**config.mk**
```make
export PLATFORM = sky130hd
export DESIGN_NAME = access_fault_frame_builder
export DESIGN_NICKNAME = d
export VERILOG_FILES = /design/src/hw/access_fault_frame_pkg.sv /design/src/hw/access_fault_frame_builder.sv
export SDC_FILE = /design/constraint.sdc
export NUM_CORES = 1
export LEC_CHECK = 0
export BUFFER_PORTS_ARGS = -buffer_cell sky130_fd_sc_hd__buf_2
export CORE_AREA = 2 2 335 337
export CTS_CLUSTER_DIAMETER = 50
export DETAILED_ROUTE_END_ITERATION = 8
export DIE_AREA = 0 0 337 339
export GPL_TIMING_DRIVEN = 1
export PLACE_DENSITY = 0.64
export SETUP_SLACK_MARGIN = 0.02
export SYNTH_ARGS = -nofsm -noshare
export SYNTH_HDL_FRONTEND = slang
export SYNTH_SLANG_ARGS = --single-unit
```
**constraint.sdc**
```tcl
create_clock -name mclk -period 15.2 [get_ports mclk]
set_input_delay 1.52 -clock mclk [delete_from_list [all_inputs] [get_ports mclk]]
set_output_delay 1.52 -clock mclk [all_outputs]
set_load 0.005 [all_outputs]
```
**src/hw/access_fault_frame_pkg.sv**
```systemverilog
// shared constants and types for the access fault frame builder
package access_fault_frame_pkg;

  // frame geometry
  localparam int FRAME_WORDS = 30;
  localparam logic [31:0] FRAME_BYTES = 32'h0000_003C;
  localparam int TRACE_COPY_WORDS = 6;
  localparam logic [31:0] TRACE_COPY_OFS = 32'h0000_0030;
  localparam logic [3:0] FMT_ACCESS = 4'h7;
  localparam logic [3:0] FMT_SIX = 4'h2;

  // frame word indices (byte offset / 2)
  localparam int W_SR = 0;
  localparam int W_PC = 1;
  localparam int W_FMT = 3;
  localparam int W_EA = 4;
  localparam int W_SSW = 6;
  localparam int W_WB3S = 7;
  localparam int W_WB2S = 8;
  localparam int W_FIRST_WRITEBACK_STATUS = 9;
  localparam int W_FA = 10;
  localparam int W_WB3A = 12;
  localparam int W_WB3D = 14;
  localparam int W_WB2A = 16;
  localparam int W_WB2D = 18;
  localparam int W_WB1A = 20;
  localparam int W_WB1D = 22;
  localparam int W_PD1 = 24;
  localparam int W_PD2 = 26;
  localparam int W_PD3 = 28;

  // fault status word bit positions
  localparam int SSW_FPPOST = 15;
  localparam int SSW_FPUNIMPL = 14;
  localparam int SSW_TRACE = 13;
  localparam int SSW_MOVE = 12;
  localparam int SSW_SPAN = 11;
  localparam int SSW_XLAT = 10;
  localparam int SSW_LOCK = 9;
  localparam int SSW_READ = 8;
  localparam int SSW_UNDEF = 7;
  localparam int SSW_SIZE_LO = 5;
  localparam int SSW_TYPE_LO = 3;
  localparam int SSW_MOD_LO = 0;

  // addressing mode codes for move restart
  localparam logic [2:0] MODE_INDEXED = 3'h6;
  localparam logic [2:0] MODE_SPECIAL = 3'h7;
  localparam logic [2:0] REG_PCREL_DISP = 3'h2;
  localparam logic [2:0] REG_PCREL_INDEX = 3'h3;

  // register map (byte addresses)
  localparam logic [7:0] REG_CTRL = 8'h00;
  localparam logic [7:0] REG_STATUS = 8'h04;
  localparam logic [7:0] REG_LAST_SSW = 8'h08;
  localparam logic [7:0] REG_LAST_EA = 8'h0C;
  localparam int CTRL_FAULT_VEC_LO = 0;
  localparam int CTRL_TRACE_VEC_LO = 16;
  localparam logic [11:0] FAULT_VEC_RESET = 12'h008;
  localparam logic [11:0] TRACE_VEC_RESET = 12'h024;
  localparam int STAT_STATE_LO = 0;
  localparam int STAT_KIND_LO = 2;
  localparam int STAT_COUNT_LO = 16;

  localparam logic [1:0] RESP_OKAY = 2'h0;
  localparam logic [1:0] RESP_SLVERR = 2'h2;

  typedef enum logic [1:0] {
    ST_IDLE = 2'b00,
    ST_PUSH = 2'b01,
    ST_DONE = 2'b10
  } state_t;

  // what the exception return does next
  typedef enum logic [2:0] {
    RK_RESUME = 3'b000,
    RK_MOVE_STACKED_EA = 3'b001,
    RK_MOVE_RECALC_EA = 3'b010,
    RK_TRACE = 3'b011,
    RK_FP_POST = 3'b100,
    RK_FLINE = 3'b101
  } ret_kind_t;

endpackage : access_fault_frame_pkg

```
**src/hw/access_fault_frame_builder.sv**
```systemverilog
// access fault frame builder: frame push, exception return decode, axi4-lite registers
//
// Notes on behaviour
// - any access fault except an instruction address error pushes a 30-word frame.
// - frame holds status, faulted access details and all pending write-backs.
// - effective address field is filled whenever any continuation flag is set.
// - status word layout: 15 fp-post .. 12 move, 11..8 flags, size, type, modifier.
// - fault with fp post exception pending sets fp-post flag; return takes that vector.
// - fault after trace recognised sets trace flag, traced instruction address as ea.
// - fp post during trace wins: fp-post set, trace clear, calculated ea stored.
// - fault with unimplemented fp pending sets its flag, stores ea, return takes f-line.
// - traced unimplemented fp instruction: unimplemented flag set, trace flag clear.
// - fault with trace pending sets the trace flag.
// - return with trace: copy 12 bytes up by 30h, sp plus 30h, format 2, trace.
// - bus error in multi-register move sets move flag, saves calculated ea.
// - move restart uses stacked ea for pc-relative or indexed indirect modes.
// - translation fault on second page of a page-crossing access sets span flag.
// - translation flag for nonresident or privilege fault, clear for plain bus error.
// - locked flag set only for locked read-modify-write transfers.
// - read flag set for reads, clear for writes.
// - size is original access size; line fill from read miss reports the read size.
// - type and modifier fields copy the faulted transfer's bus attribute codes.
// - three write-back status words; line push or line move fault zeroes the first.
// - return with no flag set restores status and pc, sp plus 30 words, resumes.
// - at most one continuation flag is ever set; several make return undefined.
`timescale 1ns/10ps
module access_fault_frame_builder
  import access_fault_frame_pkg::*;
#(
  parameter int COUNT_W = 16
) (
  input wire logic mclk,
  input wire logic rst_n,
  // fault report from the core
  input wire logic faultValid,
  output logic faultReady,
  input wire logic faultInstrAddrErr,
  input wire logic [15:0] curSr,
  input wire logic [31:0] curPc,
  input wire logic [31:0] curSp,
  input wire logic [31:0] faultAddr,
  input wire logic [31:0] calcEa,
  input wire logic [31:0] traceAddr,
  input wire logic fpPostPending,
  input wire logic fpUnimplPending,
  input wire logic tracePending,
  input wire logic multiMoveFault,
  input wire logic secondPageAccess,
  input wire logic xlatNonresident,
  input wire logic xlatPrivilege,
  input wire logic lockedXfer,
  input wire logic readXfer,
  input wire logic [1:0] xferSize,
  input wire logic [1:0] origReadSize,
  input wire logic lineFillFromRead,
  input wire logic [1:0] xferType,
  input wire logic [2:0] xferModifier,
  input wire logic linePushFault,
  input wire logic lineMoveWriteFault,
  input wire logic [23:0] wbStatusAll,
  input wire logic [95:0] wbAddrAll,
  input wire logic [95:0] wbDataAll,
  input wire logic [95:0] pushDataAll,
  // exception return request for an access error frame
  input wire logic retValid,
  output logic retReady,
  input wire logic [15:0] retSr,
  input wire logic [31:0] retPc,
  input wire logic [31:0] retEa,
  input wire logic [15:0] retSsw,
  input wire logic [31:0] retSp,
  input wire logic [2:0] retEaMode,
  input wire logic [2:0] retEaReg,
  // result of the exception return
  output logic retDone,
  output logic [2:0] retKind,
  output logic [31:0] retEaOut,
  // stack write port
  output logic stkWrValid,
  input wire logic stkWrReady,
  output logic [31:0] stkWrAddr,
  output logic [15:0] stkWrData,
  // stack pointer update
  output logic spLoad,
  output logic [31:0] spNew,
  // axi4-lite slave
  input wire logic [7:0] s_axi_awaddr,
  input wire logic s_axi_awvalid,
  output logic s_axi_awready,
  input wire logic [31:0] s_axi_wdata,
  input wire logic [3:0] s_axi_wstrb,
  input wire logic s_axi_wvalid,
  output logic s_axi_wready,
  output logic [1:0] s_axi_bresp,
  output logic s_axi_bvalid,
  input wire logic s_axi_bready,
  input wire logic [7:0] s_axi_araddr,
  input wire logic s_axi_arvalid,
  output logic s_axi_arready,
  output logic [31:0] s_axi_rdata,
  output logic [1:0] s_axi_rresp,
  output logic s_axi_rvalid,
  input wire logic s_axi_rready
);

  // split a long word into one 16-bit half
  function automatic logic [15:0] half(input logic [31:0] v, input logic hi);
    half = hi ? v[31:16] : v[15:0];
  endfunction : half

  // pick one 32-bit lane of a packed triple (lane 0 is write-back 1)
  function automatic logic [31:0] lane(input logic [95:0] v, input int idx);
    lane = v[32*idx +: 32];
  endfunction : lane

  state_t state_q, state_d;
  logic [15:0] frame_q [FRAME_WORDS];
  logic [4:0] pushIdx_q;
  logic [4:0] pushLast_q;
  logic [31:0] pushBase_q;
  logic [31:0] spFinal_q;
  logic retMode_q;
  logic [2:0] kind_q;
  logic [31:0] kindEa_q;
  logic [15:0] lastSsw_q;
  logic [31:0] lastEa_q;
  logic [COUNT_W-1:0] faultCount_q;
  logic [11:0] faultVec_q;
  logic [11:0] traceVec_q;

  // continuation flags in priority order so only one is ever set
  wire flagFpPost = fpPostPending;
  wire flagFpUnimpl = fpUnimplPending && !fpPostPending;
  wire flagTrace = tracePending && !fpPostPending && !fpUnimplPending;
  wire flagMove = multiMoveFault && !fpPostPending && !fpUnimplPending && !tracePending;
  wire anyFlag = flagFpPost || flagFpUnimpl || flagTrace || flagMove;
  wire xlatFault = xlatNonresident || xlatPrivilege;

  // ea field: traced instruction for trace, calculated ea otherwise, zero when unused
  wire [31:0] eaField = !anyFlag ? 32'h0000_0000 :
                        flagTrace ? traceAddr : calcEa;

  wire [1:0] sizeField = lineFillFromRead ? origReadSize : xferSize;

  // fault status word assembly; undefined bit driven to zero
  wire [15:0] fault_status_word = {flagFpPost, flagFpUnimpl, flagTrace, flagMove,
                     xlatFault && secondPageAccess,
                     xlatFault,
                     lockedXfer,
                     readXfer,
                     1'b0,
                     sizeField, xferType, xferModifier};

  // first write-back status forced invalid for line push and line move faults
  wire [7:0] wb1Status = (linePushFault || lineMoveWriteFault) ? 8'h00 : wbStatusAll[7:0];

  // full frame image for a fault push
  logic [15:0] faultFrame [FRAME_WORDS];
  always_comb begin
    for (int i = 0; i < FRAME_WORDS; i++) begin
      faultFrame[i] = 16'h0000;
    end
    faultFrame[W_SR] = curSr;
    faultFrame[W_PC] = half(curPc, 1'b1);
    faultFrame[W_PC + 1] = half(curPc, 1'b0);
    faultFrame[W_FMT] = {FMT_ACCESS, faultVec_q};
    faultFrame[W_EA] = half(eaField, 1'b1);
    faultFrame[W_EA + 1] = half(eaField, 1'b0);
    faultFrame[W_SSW] = fault_status_word;
    faultFrame[W_WB3S] = {8'h00, wbStatusAll[23:16]};
    faultFrame[W_WB2S] = {8'h00, wbStatusAll[15:8]};
    faultFrame[W_FIRST_WRITEBACK_STATUS] = {8'h00, wb1Status};
    faultFrame[W_FA] = half(faultAddr, 1'b1);
    faultFrame[W_FA + 1] = half(faultAddr, 1'b0);
    for (int k = 0; k < 3; k++) begin
      // write-back k+1 sits at decreasing frame offsets: wb3 first
      faultFrame[W_WB1A - 4*k] = half(lane(wbAddrAll, k), 1'b1);
      faultFrame[W_WB1A - 4*k + 1] = half(lane(wbAddrAll, k), 1'b0);
      faultFrame[W_WB1D - 4*k] = half(lane(wbDataAll, k), 1'b1);
      faultFrame[W_WB1D - 4*k + 1] = half(lane(wbDataAll, k), 1'b0);
      faultFrame[W_PD1 + 2*k] = half(lane(pushDataAll, k), 1'b1);
      faultFrame[W_PD1 + 2*k + 1] = half(lane(pushDataAll, k), 1'b0);
    end
  end

  // trace return: first six words rebuilt as a six-word frame
  logic [15:0] traceFrame [TRACE_COPY_WORDS];
  always_comb begin
    traceFrame[W_SR] = retSr;
    traceFrame[W_PC] = half(retPc, 1'b1);
    traceFrame[W_PC + 1] = half(retPc, 1'b0);
    traceFrame[W_FMT] = {FMT_SIX, traceVec_q};
    traceFrame[W_EA] = half(retEa, 1'b1);
    traceFrame[W_EA + 1] = half(retEa, 1'b0);
  end

  // return decode; bit 7 is never looked at, priority resolves illegal multi-flag frames
  wire stackedEaMode = (retEaMode == MODE_INDEXED) ||
                       (retEaMode == MODE_SPECIAL &&
                        (retEaReg == REG_PCREL_DISP || retEaReg == REG_PCREL_INDEX));
  wire [2:0] retKindD = retSsw[SSW_FPPOST] ? RK_FP_POST :
                        retSsw[SSW_FPUNIMPL] ? RK_FLINE :
                        retSsw[SSW_TRACE] ? RK_TRACE :
                        retSsw[SSW_MOVE] ? (stackedEaMode ? RK_MOVE_STACKED_EA : RK_MOVE_RECALC_EA) :
                        RK_RESUME;
  wire retIsTrace = (retKindD == RK_TRACE);
  wire [31:0] retSpFinal = retIsTrace ? retSp + TRACE_COPY_OFS : retSp + FRAME_BYTES;

  // handshakes
  wire faultTake = faultValid && faultReady && !faultInstrAddrErr;
  wire faultDrop = faultValid && faultReady && faultInstrAddrErr;
  wire retTake = retValid && retReady && !faultValid;
  wire pushStep = stkWrValid && stkWrReady;
  wire pushEnd = pushStep && (pushIdx_q == pushLast_q);
  wire [4:0] nextIdx = pushStep ? pushIdx_q + 5'h01 : pushIdx_q; // current word until it is taken

  // state sequencing: idle, push frame words, finish
  always_comb begin
    state_d = state_q;
    unique case (state_q)
      ST_IDLE: begin
        if (faultTake) begin
          state_d = ST_PUSH;
        end else if (retTake) begin
          state_d = retIsTrace ? ST_PUSH : ST_DONE;
        end
      end
      ST_PUSH: begin
        if (pushEnd) begin
          state_d = ST_DONE;
        end
      end
      ST_DONE: begin
        state_d = ST_IDLE;
      end
      default: begin
        state_d = ST_IDLE;
      end
    endcase
  end

  always_ff @(posedge mclk or negedge rst_n) begin
    if (!rst_n) begin
      state_q <= ST_IDLE;
    end else begin
      state_q <= state_d;
    end
  end

  // frame storage: whole frame on a fault, first six words on a trace return
  always_ff @(posedge mclk) begin
    if (state_q == ST_IDLE && faultTake) begin
      frame_q <= faultFrame;
    end else if (state_q == ST_IDLE && retTake && retIsTrace) begin
      for (int i = 0; i < TRACE_COPY_WORDS; i++) begin
        frame_q[i] <= traceFrame[i];
      end
    end
  end

  // push bookkeeping: base address, count and final stack pointer
  always_ff @(posedge mclk or negedge rst_n) begin
    if (!rst_n) begin
      pushIdx_q <= 5'h00;
      pushLast_q <= 5'h00;
      pushBase_q <= 32'h0000_0000;
      spFinal_q <= 32'h0000_0000;
      retMode_q <= 1'b0;
    end else if (state_q == ST_IDLE && faultTake) begin
      pushIdx_q <= 5'h00;
      pushLast_q <= 5'(FRAME_WORDS - 1);
      pushBase_q <= curSp - FRAME_BYTES;
      spFinal_q <= curSp - FRAME_BYTES;
      retMode_q <= 1'b0;
    end else if (state_q == ST_IDLE && retTake) begin
      pushIdx_q <= 5'h00;
      pushLast_q <= 5'(TRACE_COPY_WORDS - 1);
      pushBase_q <= retSp + TRACE_COPY_OFS;
      spFinal_q <= retSpFinal;
      retMode_q <= 1'b1;
    end else if (pushStep) begin
      pushIdx_q <= pushIdx_q + 5'h01;
    end
  end

  // stack write port; payload held steady until the core accepts it
  // issuing waits for the push state so word 0 reads the freshly stored frame, not a stale one
  always_ff @(posedge mclk or negedge rst_n) begin
    if (!rst_n) begin
      stkWrValid <= 1'b0;
      stkWrAddr <= 32'h0000_0000;
      stkWrData <= 16'h0000;
    end else if (state_q == ST_PUSH && (!stkWrValid || stkWrReady) && !pushEnd) begin
      stkWrValid <= 1'b1;
      stkWrAddr <= pushBase_q + {26'h000_0000, nextIdx, 1'b0};
      stkWrData <= frame_q[nextIdx];
    end else if (pushStep) begin
      stkWrValid <= 1'b0;
    end
  end

  // finish pulses: stack pointer load and return outcome
  always_ff @(posedge mclk or negedge rst_n) begin
    if (!rst_n) begin
      spLoad <= 1'b0;
      spNew <= 32'h0000_0000;
      retDone <= 1'b0;
      retKind <= RK_RESUME;
      retEaOut <= 32'h0000_0000;
    end else begin
      spLoad <= (state_q == ST_DONE);
      retDone <= (state_q == ST_DONE) && retMode_q;
      if (state_q == ST_DONE) begin
        spNew <= spFinal_q;
        retKind <= kind_q;
        retEaOut <= kindEa_q;
      end
    end
  end

  // return outcome capture and status history
  always_ff @(posedge mclk or negedge rst_n) begin
    if (!rst_n) begin
      kind_q <= RK_RESUME;
      kindEa_q <= 32'h0000_0000;
      lastSsw_q <= 16'h0000;
      lastEa_q <= 32'h0000_0000;
      faultCount_q <= '0;
    end else if (state_q == ST_IDLE && faultTake) begin
      lastSsw_q <= fault_status_word;
      lastEa_q <= eaField;
      faultCount_q <= faultCount_q + 1'b1;
    end else if (state_q == ST_IDLE && retTake) begin
      kind_q <= retKindD;
      kindEa_q <= retEa;
    end
  end

  // ready only while idle; a fault beats a return in the same cycle
  always_ff @(posedge mclk or negedge rst_n) begin
    if (!rst_n) begin
      faultReady <= 1'b0;
      retReady <= 1'b0;
    end else begin
      faultReady <= (state_d == ST_IDLE) && !faultTake && !faultDrop;
      retReady <= (state_d == ST_IDLE) && !faultTake && !faultDrop && !retTake;
    end
  end

  // axi4-lite write side: address and data latched in either order
  logic awFull_q;
  logic wFull_q;
  logic [7:0] awAddr_q;
  logic [31:0] wData_q;
  logic [3:0] wStrb_q;
  wire awHs = s_axi_awvalid && s_axi_awready;
  wire wHs = s_axi_wvalid && s_axi_wready;
  wire wrCommit = awFull_q && wFull_q && !s_axi_bvalid;
  wire wrCtrl = wrCommit && (awAddr_q == REG_CTRL);
  wire wrKnown = (awAddr_q == REG_CTRL) || (awAddr_q == REG_STATUS) ||
                 (awAddr_q == REG_LAST_SSW) || (awAddr_q == REG_LAST_EA);

  always_ff @(posedge mclk or negedge rst_n) begin
    if (!rst_n) begin
      awFull_q <= 1'b0;
      wFull_q <= 1'b0;
      awAddr_q <= 8'h00;
      wData_q <= 32'h0000_0000;
      wStrb_q <= 4'h0;
      s_axi_awready <= 1'b0;
      s_axi_wready <= 1'b0;
      s_axi_bvalid <= 1'b0;
      s_axi_bresp <= RESP_OKAY;
    end else begin
      if (awHs) begin
        awFull_q <= 1'b1;
        awAddr_q <= s_axi_awaddr;
      end else if (wrCommit) begin
        awFull_q <= 1'b0;
      end
      if (wHs) begin
        wFull_q <= 1'b1;
        wData_q <= s_axi_wdata;
        wStrb_q <= s_axi_wstrb;
      end else if (wrCommit) begin
        wFull_q <= 1'b0;
      end
      s_axi_awready <= !awFull_q && !awHs && !s_axi_bvalid && !s_axi_awready;
      s_axi_wready <= !wFull_q && !wHs && !s_axi_bvalid && !s_axi_wready;
      if (wrCommit) begin
        s_axi_bvalid <= 1'b1;
        s_axi_bresp <= wrKnown ? RESP_OKAY : RESP_SLVERR;
      end else if (s_axi_bready) begin
        s_axi_bvalid <= 1'b0;
      end
    end
  end

  // control register: vector offsets placed in the frame format words
  always_ff @(posedge mclk or negedge rst_n) begin
    if (!rst_n) begin
      faultVec_q <= FAULT_VEC_RESET;
      traceVec_q <= TRACE_VEC_RESET;
    end else if (wrCtrl) begin
      if (wStrb_q[0]) faultVec_q[7:0] <= wData_q[CTRL_FAULT_VEC_LO +: 8];
      if (wStrb_q[1]) faultVec_q[11:8] <= wData_q[CTRL_FAULT_VEC_LO + 8 +: 4];
      if (wStrb_q[2]) traceVec_q[7:0] <= wData_q[CTRL_TRACE_VEC_LO +: 8];
      if (wStrb_q[3]) traceVec_q[11:8] <= wData_q[CTRL_TRACE_VEC_LO + 8 +: 4];
    end
  end

  // axi4-lite read side: one read at a time, answer registered
  wire [31:0] statusWord = (32'(faultCount_q) << STAT_COUNT_LO) |
                           (32'(kind_q) << STAT_KIND_LO) | (32'(state_q) << STAT_STATE_LO);
  wire [31:0] ctrlWord = (32'(traceVec_q) << CTRL_TRACE_VEC_LO) | (32'(faultVec_q) << CTRL_FAULT_VEC_LO);
  wire rdKnown = (s_axi_araddr == REG_CTRL) || (s_axi_araddr == REG_STATUS) ||
                 (s_axi_araddr == REG_LAST_SSW) || (s_axi_araddr == REG_LAST_EA);
  wire [31:0] rdMux = (s_axi_araddr == REG_CTRL) ? ctrlWord :
                      (s_axi_araddr == REG_STATUS) ? statusWord :
                      (s_axi_araddr == REG_LAST_SSW) ? {16'h0000, lastSsw_q} :
                      (s_axi_araddr == REG_LAST_EA) ? lastEa_q : 32'h0000_0000;
  wire arHs = s_axi_arvalid && s_axi_arready;

  always_ff @(posedge mclk or negedge rst_n) begin
    if (!rst_n) begin
      s_axi_arready <= 1'b0;
      s_axi_rvalid <= 1'b0;
      s_axi_rdata <= 32'h0000_0000;
      s_axi_rresp <= RESP_OKAY;
    end else begin
      s_axi_arready <= !s_axi_rvalid && !arHs && !s_axi_arready;
      if (arHs) begin
        s_axi_rvalid <= 1'b1;
        s_axi_rdata <= rdMux;
        s_axi_rresp <= rdKnown ? RESP_OKAY : RESP_SLVERR;
      end else if (s_axi_rready) begin
        s_axi_rvalid <= 1'b0;
      end
    end
  end

endmodule : access_fault_frame_builder

```
==> results_dict.tcl <==
set metrics [dict create \
    status "complete, no violations" \
    post_cts.repair.setup_buffers 0 \
    synth.largest_area_cell "sky130_fd_sc_hd__edfxtp_1" \
    placed_area_um2 43500 \
    ir_worst_vdd_mv 0.0965 \
    worst-endpoint-arrival_ns 5.48 \
    finalPower_mw 8.69 \
    post-dp-hpwl_um 111000 \
    detail_route.vias_per_cell 5.36 \
    synth_seq_area_share 0.620 \
    layout_common_cells "842 x sky130_fd_sc_hd__buf_2, 634 x sky130_fd_sc_hd__nand2_1, 451 x sky130_fd_sc_hd__edfxtp_1, 386 x sky130_fd_sc_hd__dfrtp_1, 156 x sky130_fd_sc_hd__mux2i_1" \
    synthDistinctLibCells 76 \
    slowest_stage "sky130_fd_sc_hd__and3b_1" \
    grt_usage 0.253 \
    yosys_register_bits 843 \
    synth_enable_flop_cells 451 \
    route.detailed.drc 0 \
    ys_async_sr_fraction 0.464 \
    synthFlopType "sky130_fd_sc_hd__edfxtp_1" \
    placementRows 122 \
    cap_violations 0 \
    port_buffers 843 \
    post_route_cells_drive_above_1_share 0.304 \
    finish.net_count 4702 \
    layout_commonest_cell "sky130_fd_sc_hd__buf_2" \
    post_cts_hold_buffer_count 0 \
    drt_pass1_iterations 6 \
    die_width_um 337 \
    crit_path_max_incr_delay_ns 0.73 \
    worstSkewPairLatency_ns 0.70 \
    post-synth-top-area-fraction 0.359 \
    cell_area_after_synthesis_um2 37700 \
    relSlewSlack 0.216 \
    synth.avg_cell_area_um2 11.9 \
    ys_warn_count 0 \
    synth_area_leaders "sky130_fd_sc_hd__edfxtp_1 36%, sky130_fd_sc_hd__dfrtp_1 26%, sky130_fd_sc_hd__nand2_1 6.3%, sky130_fd_sc_hd__mux2i_1 4.1%, sky130_fd_sc_hd__mux2_2 2.5%" \
    area_delta_synth_final_pct 25.7 \
    startpoint_types "input pin" \
    report.final.setup_viol 0 \
    numCtsBuffers 108 \
    die_h_um 339 \
    layout_min_cycle_time_ns 4.89 \
    crit_chain "buf_2 > and3b_1 > nor2_4 > inv_2 > ha_1 > fa_1 > a21o_1 > a21o_1 > a21oi_1 > nor2b_1 > nand3_1 > or3_1 > a31oi_1" \
    h_tree_level_count 3 \
    final_cells 5593 \
    placed_cells_incl_taps 5363 \
    critical_path_type "in2reg" \
    floorplan.die_area_um2 114000 \
    timing.setup.tns_ns 0 \
    routed-via-count 30000 \
    fmax_mhz 204 \
    place_congestion 0.931 \
    fp.coreArea_um2 110000 \
    cts_repair_resize_count 0 \
    detailed_route_wire_length_per_cell_um 26.7 \
    timing.critical_path.mode_cell "sky130_fd_sc_hd__a21o_1" \
    grt_max_degree 178 \
    clock-root-buffer "sky130_fd_sc_hd__clkbuf_16" \
    initial_cell_density_of_the_core 0.341 \
    power.density_cell_area_nw_per_um2 184 \
    report.final.slew_viol_count 0 \
    whs_ns 0.443 \
    io_pins 867 \
    grt_remaining_overflow 0 \
    synthesis.instances 3178 \
    path_max_fanout 22 \
    hold_viol 0 \
    grt_pass1_vias 29200 \
    detail_route.wirelength_um 149000 \
    clkTransAtPathRegs_ns 0.06 \
    total_non_filler_cell_area_in_the_finished_layout_um2 47300 \
    setup_repair_after_global_routing_missed_its_margin "false" \
    tightest_slew_ns 1.18 \
    ctsLongestPathBuffers 3 \
    end_kind "flop" \
    cts_tree "done" \
    first_iter_violations 2618 \
    critPathRequiredTime_ns 15.79 \
    cts.sinks 843 \
    antenna_violating_nets_post_route 0 \
    period_share 0.322 \
    hold_path_class "reg2reg" \
    grt_pass1_wl_um 207000 \
    skew_final_ns 0.0280 \
    antenna_violations_before_repair 38 \
    power.leakage_nw 20.5 \
]
## registers in the layout (all words and copies together) (netlist names), 2 cells and up
register,flops
faultVec_q,12
pushIdx_q,5
spFinal_q,30
frame_q,452
retEaOut,32
faultCount_q,16
lastSsw_q,15
stkWrAddr,32
pushBase_q,32
state_q,2
stkWrData,16
kind_q,3
pushLast_q,2
kindEa_q,32
traceVec_q,12
retKind,3
lastEa_q,32
awAddr_q,8
spNew,32
wData_q,24
wStrb_q,4
s_axi_rdata,32
## cells in the mapped netlist (all sizes together) (16+ instances only)
| cell | instances |
|---|---|
| nand2 | 636 |
| edfxtp | 451 |
| dfrtp | 388 |
| mux2i | 156 |
| o21ai | 153 |
| nor2 | 146 |
| clkbuf | 138 |
| a21oi | 134 |
| mux2 | 85 |
| o22ai | 78 |
| a21o | 75 |
| nor3 | 75 |
| a22o | 73 |
| xnor2 | 61 |
| buf | 57 |
| xor2 | 56 |
| nand3 | 44 |
| mux4 | 38 |
| a22oi | 34 |
| nand4 | 26 |
| inv | 24 |
| a221oi | 21 |
| nor4 | 18 |
| o211ai | 17 |
| and3 | 16 |
## final timing paths
kind                         startpoint       endpoint  slack [ns]  cells past startpoint
max                          stkWrReady  stkWrAddr[15]       10.31                     13
min                        s_axi_wready   s_axi_wready        0.44                      1
max reg2reg                pushIdx_q[0]  stkWrAddr[15]       10.45                     14
min reg2reg                s_axi_wready   s_axi_wready        0.44                      1
max in group asynchronous         rst_n     wStrb_q[2]       11.94                      3
min in group asynchronous         rst_n      retMode_q        0.87                      1
## metal layers
metal  track usage  part of all wire  vias to the layer above
met5             0            0.0014                        -
met4        0.0994             0.041                       28
met3        0.0618             0.089                      284
met2         0.408              0.47                     1387
met1         0.327              0.40                    15000
li1              -                 -                    13300
## critical path: cells and delay by family
kind            cells  cell delay, ns
simple gates        5            1.98
compound gates      4            0.54
buf+inv             2            0.81
fa+ha+maj           2            0.62
## metrics by stage
| step | utilization | worst slack, ns |
|---|---|---|
| 2_1_floorplan | - | 1.96 |
| 3_3_place_gp | 0.394 | 9.47 |
| 3_5_place_dp | 0.394 | 9.44 |
| 4_1_cts | 0.428 | 10.20 |
| 5_1_grt | 0.429 | 10.0 |
| 6_report | 0.429 | 10.31 |
## layout make-up
type,count,area (µm²)
multi-input cells,2115,13600
clock inverters,65,837
clock buffers,138,2930
repair buffers,891,4610
well taps,1488,1860
fillers,10600,63000
flip-flops and latches,843,23400
inverters,26,105
diodes,27,67.6
## logic make-up (layout without fill, tap and decap cells)
kind of cell | after synthesis | count (layout) | synth area share
AOI/OAI and AO/OA | 673 | 673 | 0.118
xor gates and xnor gates | 117 | 117 | 0.0272
buffers and inverters | 221 | 1120 | 0.0234
and+or+nand+nor | 1033 | 1033 | 0.118
muxes | 279 | 279 | 0.0896
adders and majority gates | 11 | 11 | 0.00385
other | 1 | 29 | 0.0000995
DFF | 843 | 843 | 0.620
## power by group
group	internal [mW]	switching (mW)
sequential	2.96	0.419
clock	1.58	1.09
combinational	1.01	1.65
total	5.54	3.15
Note: power is estimated with default switching activity, not from simulation.
